$ cat src/core/adc_ctrl_pkg.sv
// package for the converter compare and low-power control block
// assumes a 32-bit AXI4-Lite master and a SAR core on the same bus clock
`default_nettype none
package adc_ctrl_pkg;
  // register byte addresses, one aligned word each
  localparam logic [7:0] OFF_CFG = 8'h00; // converter_configuration
  localparam logic [7:0] OFF_TRIG = 8'h04; // trigger_compare_control
  localparam logic [7:0] OFF_CHAN = 8'h08; // channel_irq_control
  localparam logic [7:0] OFF_RES_HI = 8'h0C; // result_high_byte
  localparam logic [7:0] OFF_RES_LO = 8'h10; // result_low_byte
  localparam logic [7:0] OFF_CMP_HI = 8'h14; // compare_value_high
  localparam logic [7:0] OFF_CMP_LO = 8'h18; // compare_value_low

  // field positions
  localparam int CFG_LOW_POWER = 7;
  localparam int CFG_DIV_LSB = 5;
  localparam int CFG_LONG_SAMPLE = 4;
  localparam int CFG_MODE_LSB = 2;
  localparam int CFG_CLK_LSB = 0;
  localparam int TRIG_ACTIVE = 7;
  localparam int TRIG_HW = 6;
  localparam int TRIG_CMP_EN = 5;
  localparam int TRIG_CMP_GT = 4;
  localparam int CHAN_DONE = 7;
  localparam int CHAN_IRQ_EN = 6;
  localparam int CHAN_CONT = 5;

  // encodings
  localparam logic [1:0] MODE_10BIT = 2'h2;
  localparam logic [1:0] CLK_ASYNC = 2'h3;
  localparam logic [4:0] CHAN_OFF = 5'h1F;

  // values after reset
  localparam logic [7:0] CFG_RESET = 8'h00;
  localparam logic [7:0] TRIG_RESET = 8'h00;
  localparam logic [4:0] CHAN_SEL_RESET = 5'h1F;

  // bus answers
  localparam logic [1:0] RESP_OKAY = 2'h0;
  localparam logic [1:0] RESP_SLVERR = 2'h2;

  typedef enum logic [1:0] {
    ST_IDLE = 2'b01,
    ST_CONV = 2'b10
  } conv_state_e;

  // request to the SAR core
  typedef struct packed {
    logic start; // one-cycle pulse, begin a conversion
    logic abort; // one-cycle pulse, drop the running conversion
    logic [4:0] channel;
    logic [1:0] clk_sel;
    logic [1:0] divider;
    logic long_sample;
    logic low_power;
    logic res10; // 10-bit resolution when high
  } sar_req_s;

  // answer from the SAR core
  typedef struct packed {
    logic done; // one-cycle pulse, conversion finished
    logic [9:0] data; // raw result, 8-bit results in bits 7:0
  } sar_rsp_s;
endpackage
`default_nettype wire

$ cat src/core/adc_compare_lowpower_ctrl.sv
// register file, compare path and low-power sequencing of the converter
// assumes an AXI4-Lite master on aclk, a SAR core answering on aclk,
// and low-power mode levels from the system controller on aclk
//
// Functional notes
// - limit check runs only while compare enable is set
// - upper limit: done flag only when result is at least compare value
// - lower limit: done flag only when result is below compare value
// - done flag set with irq enable raises the interrupt request
// - compare stores result minus compare value, sign bit dropped
// - sign of stored difference follows the limit direction, not stored
// - failed compare does not set done flag and leaves result unchanged
// - entering wait lets a running conversion finish
// - in wait, hardware trigger and continuous mode still start conversions
// - bus, halved bus and async clock stay selectable during wait
// - completion in wait sets done flag and wakes via interrupt
// - stop3 without async clock aborts to idle, result kept
// - stop3 with async clock keeps converting and starting
// - completion in stop3 sets done flag and wakes via interrupt
// - stop2 disables converter; registers return to reset values
// - configuration register fields: low power, divider, sample, mode, clock
// - trigger register fields: active, hw trigger, compare enable, greater
// - channel register fields: done flag, irq enable, continuous, channel
// - 10-bit result held between high and low reads blocks new transfer
// - blocked single failed compare stops; other blocked cases restart
`default_nettype none
module adc_compare_lowpower_ctrl (
  input wire logic aclk, // bus clock
  input wire logic aresetn, // synchronous reset, active low
  input wire logic [7:0] awaddr, // write address
  input wire logic awvalid, // write address valid
  output logic awready, // write address ready
  input wire logic [31:0] wdata, // write data
  input wire logic [3:0] wstrb, // write byte strobes
  input wire logic wvalid, // write data valid
  output logic wready, // write data ready
  output logic [1:0] bresp, // write response
  output logic bvalid, // write response valid
  input wire logic bready, // write response ready
  input wire logic [7:0] araddr, // read address
  input wire logic arvalid, // read address valid
  output logic arready, // read address ready
  output logic [31:0] rdata, // read data
  output logic [1:0] rresp, // read response
  output logic rvalid, // read data valid
  input wire logic rready, // read data ready
  input wire logic hw_trigger, // hardware trigger pin, asynchronous
  input wire logic wait_mode, // processor in wait
  input wire logic stop3_mode, // processor in stop3
  input wire logic stop2_mode, // processor in stop2
  output adc_ctrl_pkg::sar_req_s sar_req, // control to the SAR core
  input wire adc_ctrl_pkg::sar_rsp_s sar_rsp, // answer from the SAR core
  output logic irq // converter interrupt request, level
);

  typedef struct packed {
    adc_ctrl_pkg::conv_state_e st;
    logic [7:0] cfg;
    logic [2:0] trig; // hw trigger, compare enable, compare greater
    logic done_flag;
    logic irq_en;
    logic cont;
    logic [4:0] chan;
    logic [1:0] cmp_hi;
    logic [7:0] cmp_lo;
    logic [9:0] result;
    logic hi_read; // high byte read, low byte still pending
    logic trg_s1;
    logic trg_s2;
    logic trg_d;
    logic start;
    logic abort;
    logic irq;
    logic aw_full;
    logic [7:0] aw_addr;
    logic w_full;
    logic [7:0] w_byte;
    logic w_lane0;
    logic awready;
    logic wready;
    logic bvalid;
    logic [1:0] bresp;
    logic arready;
    logic rvalid;
    logic [31:0] rdata;
    logic [1:0] rresp;
  } ctrl_state_s;

  localparam ctrl_state_s STATE_RESET = '{
    st: adc_ctrl_pkg::ST_IDLE,
    cfg: adc_ctrl_pkg::CFG_RESET,
    trig: 3'h0,
    chan: adc_ctrl_pkg::CHAN_SEL_RESET,
    default: '0
  };

  ctrl_state_s s_reg;
  ctrl_state_s s_next;

  // true when the conversion result meets the selected limit
  function automatic logic limit_met(input logic [9:0] res, input logic [9:0] cmp,
                                     input logic greater);
    if (greater)
      limit_met = (res >= cmp);
    else
      limit_met = (res < cmp);
  endfunction

  // decoded views of the registered controls
  logic mode10;
  logic cmp_en;
  logic cmp_gt;
  logic async_sel;
  logic stop3_halt;
  logic [9:0] raw;
  logic [9:0] cmp_val;
  logic [10:0] diff;
  logic cond;
  logic passes;
  logic wr_fire;
  logic ar_fire;
  logic rd_low;
  logic blocked;
  logic done_evt;

  assign mode10 = (s_reg.cfg[adc_ctrl_pkg::CFG_MODE_LSB +: 2] == adc_ctrl_pkg::MODE_10BIT);
  assign cmp_en = s_reg.trig[1];
  assign cmp_gt = s_reg.trig[0];
  assign async_sel = (s_reg.cfg[adc_ctrl_pkg::CFG_CLK_LSB +: 2] == adc_ctrl_pkg::CLK_ASYNC);
  assign stop3_halt = stop3_mode && !async_sel;
  // 8-bit mode narrows both operands so the same subtract serves both widths
  assign raw = mode10 ? sar_rsp.data : {2'h0, sar_rsp.data[7:0]};
  assign cmp_val = mode10 ? {s_reg.cmp_hi, s_reg.cmp_lo} : {2'h0, s_reg.cmp_lo};
  // one bit wider than the operands; the sign bit is never stored
  assign diff = {1'b0, raw} - {1'b0, cmp_val};
  assign cond = limit_met(raw, cmp_val, cmp_gt);
  assign passes = !cmp_en || cond;
  assign wr_fire = s_reg.aw_full && s_reg.w_full;
  assign ar_fire = arvalid && s_reg.arready;
  assign rd_low = ar_fire && (araddr == adc_ctrl_pkg::OFF_RES_LO);
  assign blocked = mode10 && s_reg.hi_read && !rd_low;
  // a write, stop2 or stop3 on a synchronous clock in the same cycle invalidates the result
  assign done_evt = (s_reg.st == adc_ctrl_pkg::ST_CONV) && sar_rsp.done && !wr_fire
                    && !stop2_mode && !stop3_halt;

  // next-state logic for bus slave, registers and conversion sequencing
  always_comb
  begin
    s_next = s_reg;
    s_next.start = 1'b0;
    s_next.abort = 1'b0;
    // hardware trigger passes two flops before the edge detector
    s_next.trg_s1 = hw_trigger;
    s_next.trg_s2 = s_reg.trg_s1;
    s_next.trg_d = s_reg.trg_s2;

    // address and data channels are taken independently
    if (awvalid && s_reg.awready)
    begin
      s_next.aw_full = 1'b1;
      s_next.aw_addr = awaddr;
    end
    if (wvalid && s_reg.wready)
    begin
      s_next.w_full = 1'b1;
      s_next.w_byte = wdata[7:0];
      s_next.w_lane0 = wstrb[0];
    end
    if (s_reg.bvalid && bready)
      s_next.bvalid = 1'b0;

    // register write; a write to a control register with byte lane 0 enabled aborts the conversion
    if (wr_fire)
    begin
      s_next.aw_full = 1'b0;
      s_next.w_full = 1'b0;
      s_next.bvalid = 1'b1;
      s_next.bresp = adc_ctrl_pkg::RESP_OKAY;
      case (s_reg.aw_addr)
        adc_ctrl_pkg::OFF_CFG,
        adc_ctrl_pkg::OFF_TRIG,
        adc_ctrl_pkg::OFF_CHAN,
        adc_ctrl_pkg::OFF_CMP_HI,
        adc_ctrl_pkg::OFF_CMP_LO:
        begin
          if (s_reg.w_lane0)
          begin
            s_next.abort = (s_reg.st == adc_ctrl_pkg::ST_CONV);
            s_next.st = adc_ctrl_pkg::ST_IDLE;
          end
        end
        adc_ctrl_pkg::OFF_RES_HI,
        adc_ctrl_pkg::OFF_RES_LO:
          s_next.bresp = adc_ctrl_pkg::RESP_OKAY; // read-only, write ignored
        default:
          s_next.bresp = adc_ctrl_pkg::RESP_SLVERR;
      endcase
      if (s_reg.w_lane0)
      begin
        case (s_reg.aw_addr)
          adc_ctrl_pkg::OFF_CFG:
            s_next.cfg = s_reg.w_byte;
          adc_ctrl_pkg::OFF_TRIG:
            s_next.trig = s_reg.w_byte[adc_ctrl_pkg::TRIG_CMP_GT +: 3];
          adc_ctrl_pkg::OFF_CHAN:
          begin
            s_next.irq_en = s_reg.w_byte[adc_ctrl_pkg::CHAN_IRQ_EN];
            s_next.cont = s_reg.w_byte[adc_ctrl_pkg::CHAN_CONT];
            s_next.chan = s_reg.w_byte[4:0];
            s_next.done_flag = 1'b0;
            // software trigger unless hardware trigger selected or channel off
            if (!s_reg.trig[2] && s_reg.w_byte[4:0] != adc_ctrl_pkg::CHAN_OFF)
            begin
              s_next.start = 1'b1;
              s_next.st = adc_ctrl_pkg::ST_CONV;
            end
          end
          adc_ctrl_pkg::OFF_CMP_HI:
            s_next.cmp_hi = s_reg.w_byte[1:0];
          adc_ctrl_pkg::OFF_CMP_LO:
            s_next.cmp_lo = s_reg.w_byte;
          default:
            s_next.cmp_lo = s_reg.cmp_lo;
        endcase
      end
    end

    // register read; result bytes carry the high-then-low interlock
    if (s_reg.rvalid && rready)
      s_next.rvalid = 1'b0;
    if (ar_fire)
    begin
      s_next.rvalid = 1'b1;
      s_next.rresp = adc_ctrl_pkg::RESP_OKAY;
      s_next.rdata = 32'h0000_0000;
      case (araddr)
        adc_ctrl_pkg::OFF_CFG:
          s_next.rdata[7:0] = s_reg.cfg;
        adc_ctrl_pkg::OFF_TRIG:
          s_next.rdata[7:0] = {s_reg.st == adc_ctrl_pkg::ST_CONV, s_reg.trig, 4'h0};
        adc_ctrl_pkg::OFF_CHAN:
          s_next.rdata[7:0] = {s_reg.done_flag, s_reg.irq_en, s_reg.cont, s_reg.chan};
        adc_ctrl_pkg::OFF_RES_HI:
        begin
          s_next.rdata[1:0] = mode10 ? s_reg.result[9:8] : 2'h0;
          s_next.hi_read = mode10;
        end
        adc_ctrl_pkg::OFF_RES_LO:
        begin
          s_next.rdata[7:0] = s_reg.result[7:0];
          s_next.hi_read = 1'b0;
          s_next.done_flag = 1'b0;
        end
        adc_ctrl_pkg::OFF_CMP_HI:
          s_next.rdata[1:0] = s_reg.cmp_hi;
        adc_ctrl_pkg::OFF_CMP_LO:
          s_next.rdata[7:0] = s_reg.cmp_lo;
        default:
          s_next.rresp = adc_ctrl_pkg::RESP_SLVERR;
      endcase
    end

    // hardware trigger edge starts from idle, ignored mid-conversion
    if (s_reg.trig[2] && s_reg.trg_s2 && !s_reg.trg_d && !wr_fire && !stop3_halt
        && s_reg.st == adc_ctrl_pkg::ST_IDLE && s_reg.chan != adc_ctrl_pkg::CHAN_OFF)
    begin
      s_next.start = 1'b1;
      s_next.st = adc_ctrl_pkg::ST_CONV;
    end

    // conversion end; done handled after the read so a set wins the clear
    if (done_evt)
    begin
      if (passes && !blocked)
      begin
        s_next.result = cmp_en ? (mode10 ? diff[9:0] : {2'h0, diff[7:0]}) : raw;
        s_next.done_flag = 1'b1;
        s_next.start = s_reg.cont;
        s_next.st = s_reg.cont ? adc_ctrl_pkg::ST_CONV : adc_ctrl_pkg::ST_IDLE;
      end
      else if (cmp_en && !cond && !s_reg.cont)
        s_next.st = adc_ctrl_pkg::ST_IDLE;
      else
      begin
        // blocked passing result, or failed compare in continuous mode: convert again
        s_next.start = 1'b1;
        s_next.st = adc_ctrl_pkg::ST_CONV;
      end
    end

    // stop3 on a synchronous clock: abort, go idle, keep result
    if (stop3_halt)
    begin
      s_next.abort = (s_reg.st == adc_ctrl_pkg::ST_CONV);
      s_next.start = 1'b0;
      s_next.st = adc_ctrl_pkg::ST_IDLE;
    end

    // stop2 returns every converter register to its reset value
    if (stop2_mode)
    begin
      s_next.st = adc_ctrl_pkg::ST_IDLE;
      s_next.cfg = adc_ctrl_pkg::CFG_RESET;
      s_next.trig = 3'h0;
      s_next.done_flag = 1'b0;
      s_next.irq_en = 1'b0;
      s_next.cont = 1'b0;
      s_next.chan = adc_ctrl_pkg::CHAN_SEL_RESET;
      s_next.cmp_hi = 2'h0;
      s_next.cmp_lo = 8'h00;
      s_next.result = 10'h000;
      s_next.hi_read = 1'b0;
      s_next.start = 1'b0;
      s_next.abort = (s_reg.st == adc_ctrl_pkg::ST_CONV);
    end

    // interrupt is a level while the flag and its enable stand
    s_next.irq = s_next.done_flag && s_next.irq_en;
    s_next.awready = !s_next.aw_full && !s_next.bvalid;
    s_next.wready = !s_next.w_full && !s_next.bvalid;
    s_next.arready = !s_next.rvalid;
  end

  // single state register, synchronous reset
  always_ff @(posedge aclk)
  begin
    if (!aresetn)
      s_reg <= STATE_RESET;
    else
      s_reg <= s_next;
  end

  // outputs straight from the state register
  assign awready = s_reg.awready;
  assign wready = s_reg.wready;
  assign bvalid = s_reg.bvalid;
  assign bresp = s_reg.bresp;
  assign arready = s_reg.arready;
  assign rvalid = s_reg.rvalid;
  assign rdata = s_reg.rdata;
  assign rresp = s_reg.rresp;
  assign irq = s_reg.irq;
  // clock select stays live in wait; the SAR core picks the source
  assign sar_req.clk_sel = s_reg.cfg[adc_ctrl_pkg::CFG_CLK_LSB +: 2];
  assign sar_req.divider = s_reg.cfg[adc_ctrl_pkg::CFG_DIV_LSB +: 2];
  assign sar_req.long_sample = s_reg.cfg[adc_ctrl_pkg::CFG_LONG_SAMPLE];
  assign sar_req.low_power = s_reg.cfg[adc_ctrl_pkg::CFG_LOW_POWER];
  assign sar_req.res10 = mode10;
  assign sar_req.channel = s_reg.chan;
  assign sar_req.start = s_reg.start;
  assign sar_req.abort = s_reg.abort;
endmodule // adc_compare_lowpower_ctrl
`default_nettype wire

$ cat config.mk
export PLATFORM = sky130hd
export DESIGN_NAME = adc_compare_lowpower_ctrl
export DESIGN_NICKNAME = d
export VERILOG_FILES = /design/src/core/adc_ctrl_pkg.sv /design/src/core/adc_compare_lowpower_ctrl.sv
export SDC_FILE = /design/constraint.sdc
export NUM_CORES = 1
export LEC_CHECK = 0
export BUFFER_PORTS_ARGS = -buffer_cell sky130_fd_sc_hd__buf_2
export CORE_UTILIZATION = 53
export DETAILED_ROUTE_END_ITERATION = 12
export PLACE_DENSITY = 0.82
export SYNTH_ARGS = -nofsm -noshare
export SYNTH_HDL_FRONTEND = slang
export SYNTH_SLANG_ARGS = --single-unit
$ cat constraint.sdc
create_clock -name aclk -period 3.5 [get_ports aclk]
set_input_delay 0.525 -clock aclk [delete_from_list [all_inputs] [get_ports aclk]]
set_output_delay 0.525 -clock aclk [all_outputs]
set_load 0.02 [all_outputs]
* Word level (Yosys, flattened, before mapping)
Cells that the tools add are included.
** Storage, ports and cells
- Flip-flop bits (word level) :: 84
- Latch bits :: 0
- RAM bits :: 0
- ROM bits :: 0
- Bits of input ports :: 74
- Output and inout port bits :: 56
- Word-level logic and storage cells :: 166
- Memories :: 0
** Cells by class
- $add $sub $neg :: 1
- Multipliers :: 0
- Div/mod/pow operators :: 0
- Order comparisons :: 2
- Equal/unequal tests :: 18
- Shift-type cells :: 0
- Multiplexer cells :: 55
- Bitwise operators :: 1
- Reduce and logical (&&, ||, !) cells :: 59
** Operators by type and width (number)
- $mux W10 :: 7
- $mux W31 :: 2
- $eq A8 B5 Y1 const B :: 6
- $mux W35 :: 1
- $eq A8 B4 Y1 const B :: 4
- $pmux W6 S5 :: 1
- $mux W29 :: 1
- $mux W2 :: 14
- $logic_and A1 B1 Y1 :: 27
- $mux W8 :: 3
- $mux W1 :: 21
- $eq A8 B3 Y1 const B :: 2
- $logic_not A8 Y1 :: 2
- $logic_not A1 Y1 :: 15
- $reduce_and A3 Y1 :: 5
- $reduce_or A7 Y1 :: 2
- $pmux W2 S6 :: 1
- $ge A10 B10 Y1 :: 1
- $lt A10 B10 Y1 :: 1
- $ne A5 B5 Y1 const B :: 2
- $sub A10 B10 Y10 :: 1
- $mux W9 :: 1
- $eq A2 B2 Y1 const B :: 3
- $mux W3 :: 2
- other kinds (10) :: 11

* Depth between registers and ports, before layout
Gate-level depths: netlist of the first run.
- Word-level depth :: 13
- Mapped depth :: 11
- Depth with buffers taken out :: 10

* Least setup slack after synthesis of the first run
OpenSTA, ideal clock, no wires.
- Kind :: input-to-reg
- From :: input sar_rsp[0] (netlist name)
- To :: register s_reg (netlist bit sar_req[13])
- Library setup time :: 118 ps
- Arrival :: 2411 ps
- Data required time :: 3382 ps
- Setup slack :: 971 ps
- Stages :: 11
- Buffers on the path :: 1
- Path through :: inv_1 -> ha_1 -> fa_1 -> nand2b_1 -> a21oi_1 -> o221ai_1 -> a31o_1 -> nor2_1 -> buf_6 -> a41oi_1 -> o2111a_1
** On the way
- Longest elaborated chain between the ends :: 9
- Elaborated cells between the ends (all ways) :: 12
** Ends and longest elaborated chain
- from (decl) :: line adc_compare_lowpower_ctrl.sv:52 : input wire adc_ctrl_pkg::sar_rsp_s sar_rsp,
- $mux W10 * :: line adc_compare_lowpower_ctrl.sv:132 : assign raw = mode10 ? sar_rsp.data : {2'h0, sar_rsp.data[7:0]};
- $lt A10 B10 Y1 / $ge A10 B10 Y1 (equally long branches) :: line adc_compare_lowpower_ctrl.sv:106, adc_compare_lowpower_ctrl.sv:104
- $mux W1 * :: line adc_compare_lowpower_ctrl.sv:103 : if (greater)
- $logic_not A1 Y1 :: line adc_compare_lowpower_ctrl.sv:281 : else if (cmp_en && !cond && !s_reg.cont)
- $logic_and A1 B1 Y1 (2 in a row) :: line adc_compare_lowpower_ctrl.sv:281
- $mux W1 :: line adc_compare_lowpower_ctrl.sv:281
- $mux W1 * :: line adc_compare_lowpower_ctrl.sv:274 : if (passes && !blocked)
- $mux W1 * :: line adc_compare_lowpower_ctrl.sv:272 : if (done_evt)
- to (signal assigned) :: line adc_compare_lowpower_ctrl.sv:330 : s_reg <= s_next;
- to (decl) :: line adc_compare_lowpower_ctrl.sv:97 : ctrl_state_s s_reg;
Mark *: on every way between the ends. The rest lies on a longest branch, timed or not.
A chain may end at the register's enable or synchronous reset.

* Worst setup path in the final report of the first run
- From :: register s_reg[77] (netlist name)
- To :: register s_reg[72] (netlist name)
** On the way
- Longest elaborated chain between the ends :: 6
- Elaborated cells between the ends (all ways) :: 10
** Ends and longest elaborated chain
- $mux W10 * :: line adc_compare_lowpower_ctrl.sv:133 : assign cmp_val = mode10 ? {s_reg.cmp_hi, s_reg.cmp_lo} : {2'h0, s_reg.cmp_lo};
- $lt A10 B10 Y1 / $ge A10 B10 Y1 (equally long branches) :: line adc_compare_lowpower_ctrl.sv:106, adc_compare_lowpower_ctrl.sv:104
- $mux W1 :: line adc_compare_lowpower_ctrl.sv:103
- $logic_or A1 B1 Y1 :: line adc_compare_lowpower_ctrl.sv:137 : assign passes = !cmp_en || cond;
- $logic_and A1 B1 Y1 :: line adc_compare_lowpower_ctrl.sv:274
- $reduce_and A2 Y1 (no line)
Marks and branches as above.

==> results of run 1 <==
==> critical path: cells and delay by family (launching register included) <==
family	cells	cell delay, ns
simple gates	3	0.55
fa+ha+maj	2	0.61
compound gates	4	0.86
buf+inv	1	0.25
flops	1	0.34
==> placed cells by master (no fill, tap or decap), drive strengths merged, types with 3 or more instances in the layout <==
| master | count |
|---|---|
| dfxtp | 82 |
| buf | 79 |
| nand2 | 74 |
| nor2 | 63 |
| mux2i | 43 |
| a21oi | 28 |
| conb | 26 |
| a21boi | 22 |
| nand3 | 17 |
| inv | 15 |
| o21ai | 13 |
| clkbuf | 12 |
| and3 | 10 |
| ha | 10 |
| and2 | 9 |
| o211ai | 9 |
| nor2b | 8 |
| nand4 | 6 |
| nand2b | 5 |
| o211a | 5 |
| a211oi | 5 |
| nor3 | 4 |
| a221oi | 4 |
| a31oi | 4 |
| nor4 | 3 |
| xnor2 | 3 |
| xor2 | 3 |
==> metrics by stage <==
step                      std cells  area (sq um)  setup WS (ns)
after floorplan                 576          4640          0.971
after global placement          682          4670          0.561
after detailed placement        682          4670          0.501
after CTS                       698          4890          0.816
after global routing            698          4890          0.645
final                           698          4890          0.796
==> routing by layer <==
metal	track usage [%]	part of all wire [%]	vias up
met2	41.0	47	193
met5	0	0	-
li1	-	-	1905
met4	9.09	2.0	0
met3	5.48	8.3	21
met1	30.7	42	1823
==> power breakdown <==
group / switching (W) / internal, W / total, W
Sequential: 0.0000213 / 0.000954 / 0.000975
Clock: 0.000333 / 0.000424 / 0.000757
Combinational: 0.000133 / 0.0000726 / 0.000205
Total: 0.000488 / 0.00145 / 0.00194
==> kinds of logic after synthesis <==
family	after synthesis	share of synthesized area, %
and+or+nand+nor	208	21.0
AOI/OAI and AO/OA	106	16.2
buffers and inverters	93	12.3
DFF	82	36.1
muxes	44	9.97
adders and majority gates	11	3.19
xor gates and xnor gates	6	1.16
other	1	0.0825
==> synthesized netlist by cell type, types with 6 or more instances <==
cell and instances:
buf_4 52, clkbuf_1 19, and2_1 9, nand2_1 74, ha_1 10, mux2i_1 43, nand3_1 17, dfxtp_1 82
o21ai_0 13, and3_1 10, nor2_1 62, a21oi_1 28, o211ai_1 9, inv_1 13, nor2b_1 7, a21boi_0 22
nand4_1 6
==> worst paths after layout <==
path	start	endpoint	cells after the start
worst max-delay path	s_reg[77]$_SDFFE_PP0P_	s_reg[72]$_SDFFE_PP0P_	10
worst min-delay path	hw_trigger	s_next[64]$_SDFF_PN0_	2
worst max register to register	s_reg[77]$_SDFFE_PP0P_	s_reg[72]$_SDFFE_PP0P_	10
worst min register to register	s_next[64]$_SDFF_PN0_	s_next[63]$_SDFF_PN0_	1
==> layout make-up <==
cell class	instances	area, sq um
fill	732	3370
multi-input combinational	401	2440
sequential	82	1640
timing repair buffer	79	405
clock buffer	12	145
tap	105	131
clock inverter	4	73.8
inverter	15	56.3
==> impl_metrics.env, run 1 <==
export IMPL_path_common_cell="nor2_1"
export IMPL_synth_cell_types=57
export IMPL_hold_slack_ns=0.380
export IMPL_utilization_pct=59.2
export IMPL_drive_gt1_share_pct=16.9
export IMPL_cp_cell_sequence="ha_1 -> fa_1 -> nand2b_1 -> a21oi_1 -> o221ai_1 -> a31o_1 -> nor2_1 -> buf_4 -> nor2_1 -> a211oi_1"
export IMPL_globalRouteOverflowTotal=0
export IMPL_slew_violations=0
export IMPL_antenna_found_initial=0
export IMPL_num_vias=3942
export IMPL_netlist_area_leader_share_pct=36.1
export IMPL_grt_pass1_wl_microns=16900
export IMPL_die_height_microns=94.6
export IMPL_drt_wirelength_per_cell_microns=15.2
export IMPL_ys_warnings_count=0
export IMPL_grt_total_usage_pct=24.5
export IMPL_viasPerCell=5.65
export IMPL_synth_edff_count=0
export IMPL_ys_ff_latch=82
export IMPL_cts_setup_buffers=0
export IMPL_die_w_microns=94.6
export IMPL_syn_area_sq_um=4540
export IMPL_largest_reg_flops=49
export IMPL_power_leakage_nw=2.13
export IMPL_ctsHtreeMaxLevel=3
export IMPL_rsz0062_at_grt="no"
export IMPL_die_area_sq_um=8950
export IMPL_p_per_area_nw_per_um2=396
export IMPL_cts_sinks=82
export IMPL_areaGrowthSynthToFinish_pct=7.65
export IMPL_setup_viol=0
export IMPL_drtPass1Iterations=5
export IMPL_required_ns=3.76
export IMPL_cts_hold_buf=0
export IMPL_final_nets=673
export IMPL_synth_area_top_cells="dfxtp_1, mux2i_1, buf_4, nand2_1, nor2_1"
export IMPL_cts_tree="built"
export IMPL_cap_violations=0
export IMPL_ys_flop_type="dfxtp_1"
export IMPL_core_region_area_sq_um=8260
export IMPL_port_buffers=75
export IMPL_setup_tns_ns=0
export IMPL_cts_buffers=9
export IMPL_layout_min_cycle_time_ns=2.70
export IMPL_totalPowerFinal_w=0.00194
export IMPL_grt_max_degree=43
export IMPL_slowest_delay_ns=0.40
export IMPL_cts_resized=0
export IMPL_ir_drop_mv=0.258
export IMPL_crit_fanout=12
export IMPL_initial_core_util_pct=55.0
export IMPL_finClkSkew_ns=0.00720
export IMPL_status="completed"
export IMPL_hp_class="in -> reg"
export IMPL_clk_pin_slew_ns=0.08
export IMPL_slew_headroom_pct=52.4
export IMPL_synthCells=551
export IMPL_worstPathArrival_ns=2.97
export IMPL_dp_hpwl_microns=7850
export IMPL_cp_start_kind="register"
export IMPL_diodes=0
export IMPL_slowest_stage="fa_1"
export IMPL_tightest_slew_ns=0.713
export IMPL_ff2ff_setup_slack_ns=0.80
export IMPL_drt_iter0_drc=295
export IMPL_rows=33
export IMPL_gp_congestion=0.851
export IMPL_hold_violations=0
export IMPL_path_class="reg -> reg"
export IMPL_grt_pass1_vias=3577
export IMPL_ant_nets=0
export IMPL_cts_buffer_depth=2
export IMPL_period_share_pct=77.2
export IMPL_async_reset_ff_share_pct=0
export IMPL_ios=130
export IMPL_ys_seq_area_share_pct=36.1
export IMPL_synth_area_per_cell_sq_um=8.25
export IMPL_drc=0
export IMPL_routed_wirelength_microns=10600
export IMPL_clk_latency_ns=0.35
export IMPL_yosys_area_top_type="dfxtp_1"
export IMPL_endpoint_kind="register"
export IMPL_cts_root_buf="clkbuf_8"
export IMPL_max_freq_mhz=370
Note: power is estimated with default switching activity, not from simulation.
==> run 2, diff against run 1 <==
==> constraint.sdc (replaced) <==
create_clock -name aclk -period 2.8 [get_ports aclk]
set_input_delay 0.42 -clock aclk [delete_from_list [all_inputs] [get_ports aclk]]
set_output_delay 0.42 -clock aclk [all_outputs]
set_load 0.02 [all_outputs]
==> impl_metrics.env, run 2 (same netlist as run 1, synthesis figures left out) <==
export IMPL_status="completed"
export IMPL_hp_class="in -> reg"
export IMPL_cts_setup_buffers=0
export IMPL_die_height_microns=94.6
export IMPL_ios=130
export IMPL_endpoint_kind="register"
export IMPL_largest_reg_flops=49
export IMPL_cts_hold_buf=0
export IMPL_diodes=0
export IMPL_layout_commonest_cell="dfxtp_1"
export IMPL_cts_buffer_depth=2
export IMPL_initial_core_util_pct=55.0
export IMPL_regToRegEndpoint="sar_req[13]$_SDFF_PP0_"
export IMPL_die_w_microns=94.6
export IMPL_grt_total_usage_pct=24.6
export IMPL_ant_nets=0
export IMPL_slew_headroom_pct=54.9
export IMPL_viasPerCell=5.65
export IMPL_tightest_slew_ns=0.676
export IMPL_hold_violations=0
export IMPL_cts_resized=0
export IMPL_drtPass1Iterations=5
export IMPL_ff2ff_path_depth=10
export IMPL_worstPathArrival_ns=2.90
export IMPL_path_class="reg -> reg"
export IMPL_grt_pass1_vias=3579
export IMPL_slew_violations=0
export IMPL_die_area_sq_um=8950
export IMPL_critical_path_depth=10
export IMPL_drc=0
export IMPL_cts_sinks=82
export IMPL_use_met1_pct=31.6
export IMPL_globalRouteOverflowTotal=0
export IMPL_cp_start_kind="register"
export IMPL_port_buffers=75
export IMPL_cts_tree="built"
export IMPL_max_freq_mhz=385
export IMPL_final_nets=679
export IMPL_core_region_area_sq_um=8260
export IMPL_drt_wirelength_per_cell_microns=15.1
export IMPL_grt_pass1_wl_microns=17000
export IMPL_power_leakage_nw=2.14
export IMPL_clk_latency_ns=0.36
export IMPL_finClkSkew_ns=0.00919
export IMPL_cts_buffers=9
export IMPL_grtUsageMet2_pct=40.2
export IMPL_setup_tns_ns=0
export IMPL_rsz0062_at_grt="no"
export IMPL_rows=33
export IMPL_drive_gt1_share_pct=18.2
export IMPL_crit_buf_inv=1
export IMPL_critPathLaunch="s_reg[77]$_SDFFE_PP0P_"
export IMPL_antenna_found_initial=0
export IMPL_p_per_area_nw_per_um2=462
export IMPL_period_share_pct=92.8
export IMPL_cap_violations=0
export IMPL_use_met3_pct=5.88
export IMPL_areaGrowthSynthToFinish_pct=7.82
export IMPL_final_cell_mix="dfxtp_1, buf_2, nand2_1"
export IMPL_post_place_ws_ns=0.0230
export IMPL_gp_congestion=0.891
export IMPL_num_vias=3978
export IMPL_crit_family="compound AO/OA/AOI/OAI gates"
export IMPL_required_ns=3.10
export IMPL_clk_pin_slew_ns=0.09
export IMPL_grt_max_degree=42
export IMPL_top_usage_layer="met2"
export IMPL_ir_drop_mv=0.288
export IMPL_crit_fanout=3
export IMPL_cts_root_buf="clkbuf_8"
export IMPL_setup_viol=0
export IMPL_drt_iter0_drc=278
export IMPL_crit_reg2reg_launch="s_reg[77]$_SDFFE_PP0P_"
export IMPL_crit_end="sar_req[13]$_SDFF_PP0_"
export IMPL_slowest_stage="fa_1"
export IMPL_routed_wirelength_microns=10600
export IMPL_dp_hpwl_microns=7960
export IMPL_worst_slack_ns=0.202
export IMPL_ff2ff_setup_slack_ns=0.20
export IMPL_cp_cell_sequence="ha_1 -> fa_1 -> nand2b_1 -> a21oi_1 -> o221ai_1 -> a211oi_1 -> nor2_1 -> buf_4 -> a41oi_1 -> o2111a_1"
export IMPL_slowest_delay_ns=0.40
export IMPL_layout_min_cycle_time_ns=2.60
export IMPL_ctsHtreeMaxLevel=3
run 2: final cells by class:
class	count	area [sq um]
clock inverter	7	51.3
fill	717	3360
tap	105	131
timing repair buffer	85	454
inverter	15	56.3
sequential	82	1640
multi-input combinational	401	2440
clock buffer	9	124
run 2: report_power, final:
| part | switching [W] | internal [W] |
|---|---|---|
| sequential | 0.0000268 | 0.00119 |
| combinational | 0.000167 | 0.0000944 |
| clock | 0.000456 | 0.000328 |
run 2: layer usage:
layer	wire [microns]	part of all wire (%)
met1	4740	45
met2	4850	46
met3	787	7.4
met5	0	0
met4	251	2.4
run 2: worst min path at each step:
stage,from,end,slack (ns),cells past startpoint
3_3_place_gp,s_next[64]$_SDFF_PN0_,s_next[63]$_SDFF_PN0_,0.43,1
6_report,hw_trigger,s_next[64]$_SDFF_PN0_,0.26,2
2_1_floorplan,s_next[64]$_SDFF_PN0_,s_next[63]$_SDFF_PN0_,0.41,1
3_5_place_dp,s_next[64]$_SDFF_PN0_,s_next[63]$_SDFF_PN0_,0.42,1
4_1_cts,hw_trigger,s_next[64]$_SDFF_PN0_,0.25,2
5_1_grt,hw_trigger,s_next[64]$_SDFF_PN0_,0.26,2
run 2: metrics by stage:
step / total power (W) / utilization (%) / std cells / instance area [sq um] / hold slack, ns
floorplan: 0.00146 / - / 576 / 4640 / 0.412
global placement: 0.00150 / 57.1 / 688 / 4720 / 0.430
detailed placement: 0.00150 / 57.1 / 688 / 4720 / 0.424
CTS: 0.00227 / 59.3 / 704 / 4890 / 0.252
global route: 0.00236 / 59.3 / 704 / 4900 / 0.259
finish: 0.00226 / 59.3 / 704 / 4900 / 0.256
==> run 3, diff against run 2 <==
==> constraint.sdc (replaced) <==
create_clock -name aclk -period 2.9 [get_ports aclk]
set_input_delay 0.435 -clock aclk [delete_from_list [all_inputs] [get_ports aclk]]
set_output_delay 0.435 -clock aclk [all_outputs]
set_load 0.02 [all_outputs]
==> impl_metrics.env, run 3 (same netlist as run 1, synthesis figures left out) <==
export IMPL_fin_area_sq_um=4900
export IMPL_tightest_slew_ns=0.733
export IMPL_setup_tns_ns=0
export IMPL_cts_sinks=82
export IMPL_p_per_area_nw_per_um2=462
export IMPL_hold_slack_ns=0.288
export IMPL_fill_cells=730
export IMPL_ff2ff_path_depth=10
export IMPL_gp_congestion=0.857
export IMPL_max_freq_mhz=383
export IMPL_crit_end="s_reg[69]$_SDFFE_PP0P_"
export IMPL_cts_tree="built"
export IMPL_grt_pass1_vias=3572
export IMPL_period_share_pct=90.0
export IMPL_cts_resized=0
export IMPL_critPathLaunch="s_reg[77]$_SDFFE_PP0P_"
export IMPL_worstPathArrival_ns=2.88
export IMPL_grt_max_degree=42
export IMPL_dpl_instance_area_sq_um=4700
export IMPL_grt_pass1_wl_microns=16800
export IMPL_drtPass1Iterations=5
export IMPL_cts_root_buf="clkbuf_8"
export IMPL_finClkSkew_ns=0.0104
export IMPL_port_buffers=75
export IMPL_clk_pin_slew_ns=0.09
export IMPL_grt_total_usage_pct=24.3
export IMPL_ios=130
export IMPL_crit_reg2reg_launch="s_reg[77]$_SDFFE_PP0P_"
export IMPL_regToRegEndpoint="s_reg[69]$_SDFFE_PP0P_"
export IMPL_use_met1_pct=31.2
export IMPL_rsz0062_at_grt="no"
export IMPL_diodes=0
export IMPL_endpoint_kind="register"
export IMPL_core_region_area_sq_um=8260
export IMPL_clk_latency_ns=0.36
export IMPL_ff2ff_setup_slack_ns=0.29
export IMPL_power_leakage_nw=2.14
export IMPL_final_nets=676
export IMPL_drive_gt1_share_pct=17.4
export IMPL_layout_min_cycle_time_ns=2.61
export IMPL_initial_core_util_pct=55.0
export IMPL_totalPowerFinal_w=0.00226
export IMPL_globalRouteOverflowTotal=0
export IMPL_drt_wirelength_per_cell_microns=14.8
export IMPL_hold_violations=0
export IMPL_die_area_sq_um=8950
export IMPL_path_class="reg -> reg"
export IMPL_grtUsageMet2_pct=39.4
export IMPL_cts_buffers=9
export IMPL_hp_class="in -> reg"
export IMPL_dpl_cell_count=685
export IMPL_slew_violations=0
export IMPL_die_w_microns=94.6
export IMPL_drc=0
export IMPL_routed_wirelength_microns=10400
export IMPL_ant_nets=0
export IMPL_rows=33
export IMPL_ir_drop_mv=0.354
export IMPL_die_height_microns=94.6
export IMPL_ctsHtreeMaxLevel=3
export IMPL_largest_reg_flops=49
export IMPL_status="completed"
export IMPL_num_vias=3938
export IMPL_crit_fanout=18
export IMPL_cts_buffer_depth=2
export IMPL_cp_start_kind="register"
export IMPL_final_cell_mix="dfxtp_1, buf_2, nand2_1"
export IMPL_cts_hold_buf=0
export IMPL_drt_iter0_drc=241
export IMPL_areaGrowthSynthToFinish_pct=7.79
export IMPL_use_met3_pct=6.36
export IMPL_required_ns=3.17
export IMPL_cap_violations=0
export IMPL_final_cells=701
export IMPL_cts_setup_buffers=0
export IMPL_dp_hpwl_microns=7830
export IMPL_antenna_found_initial=0
export IMPL_top_usage_layer="met2"
export IMPL_layout_commonest_cell="dfxtp_1"
export IMPL_setup_viol=0
export IMPL_slew_headroom_pct=51.0
export IMPL_viasPerCell=5.62
-- run 3: cell count changes in the layout (fill, tap and decap cells not counted), sizes merged --
cell      delta
inv          -2
clkbuf       +2
clkinv       +1
buf          -3
clkinvlp     -2
bufinv       +1
-- run 3: power by group --
part | switching (W) | internal, W | leakage (nW)
Sequential | 0.0000257 | 0.00115 | 0.665
Combinational | 0.000160 | 0.0000893 | 1.37
Clock | 0.000411 | 0.000426 | 0.104
Total | 0.000597 | 0.00167 | 2.14
-- run 3: cell type report --
type	count	area (sq um)	share of cell area (%)
Inverter	15	56.3	1.15
Sequential cell	82	1640	33.5
Clock inverter	5	61.3	1.25
Tap cell	105	131	2.68
Timing Repair Buffer	82	428	8.74
Multi-Input combinational cell	401	2440	49.8
Clock buffer	11	141	2.89
-- run 3: per-stage QoR --
stage	worst slack [ns]	utilization [%]
after detailed placement	0.0915	56.9
after global placement	0.157	56.9
after floorplan	0.461	-
after global routing	0.0565	59.3
final	0.291	59.3
after CTS	0.299	59.3
-- run 3: worst max-delay path: stages (launching register included) --
cell and delay, ns:
dfxtp_1 0.36, ha_1 0.23, fa_1 0.40, nand2b_1 0.19
a21oi_1 0.20, o221ai_1 0.20, a31o_1 0.23, nor2_1 0.16
buf_4 0.25, nor2_1 0.06, a211oi_1 0.23
-- run 3: per-layer routing --
layer  share of wire (%)  wire length (microns)  vias up
met3                 7.5                    782       28
met5                   0                      0        -
met1                  44                   4620     1812
li1                    -                      -     1914
met4                 2.6                    266        0
met2                  45                   4730      184
-- run 3: worst min-delay path by stage --
stage	from	end	slack (ns)	depth (start not counted)
after floorplan	s_next[64]$_SDFF_PN0_	s_next[63]$_SDFF_PN0_	0.41	1
after global placement	s_next[64]$_SDFF_PN0_	s_next[63]$_SDFF_PN0_	0.43	1
after detailed placement	s_next[64]$_SDFF_PN0_	s_next[63]$_SDFF_PN0_	0.43	1
after CTS	hw_trigger	s_next[64]$_SDFF_PN0_	0.29	2
after global routing	hw_trigger	s_next[64]$_SDFF_PN0_	0.28	2
final	hw_trigger	s_next[64]$_SDFF_PN0_	0.29	2
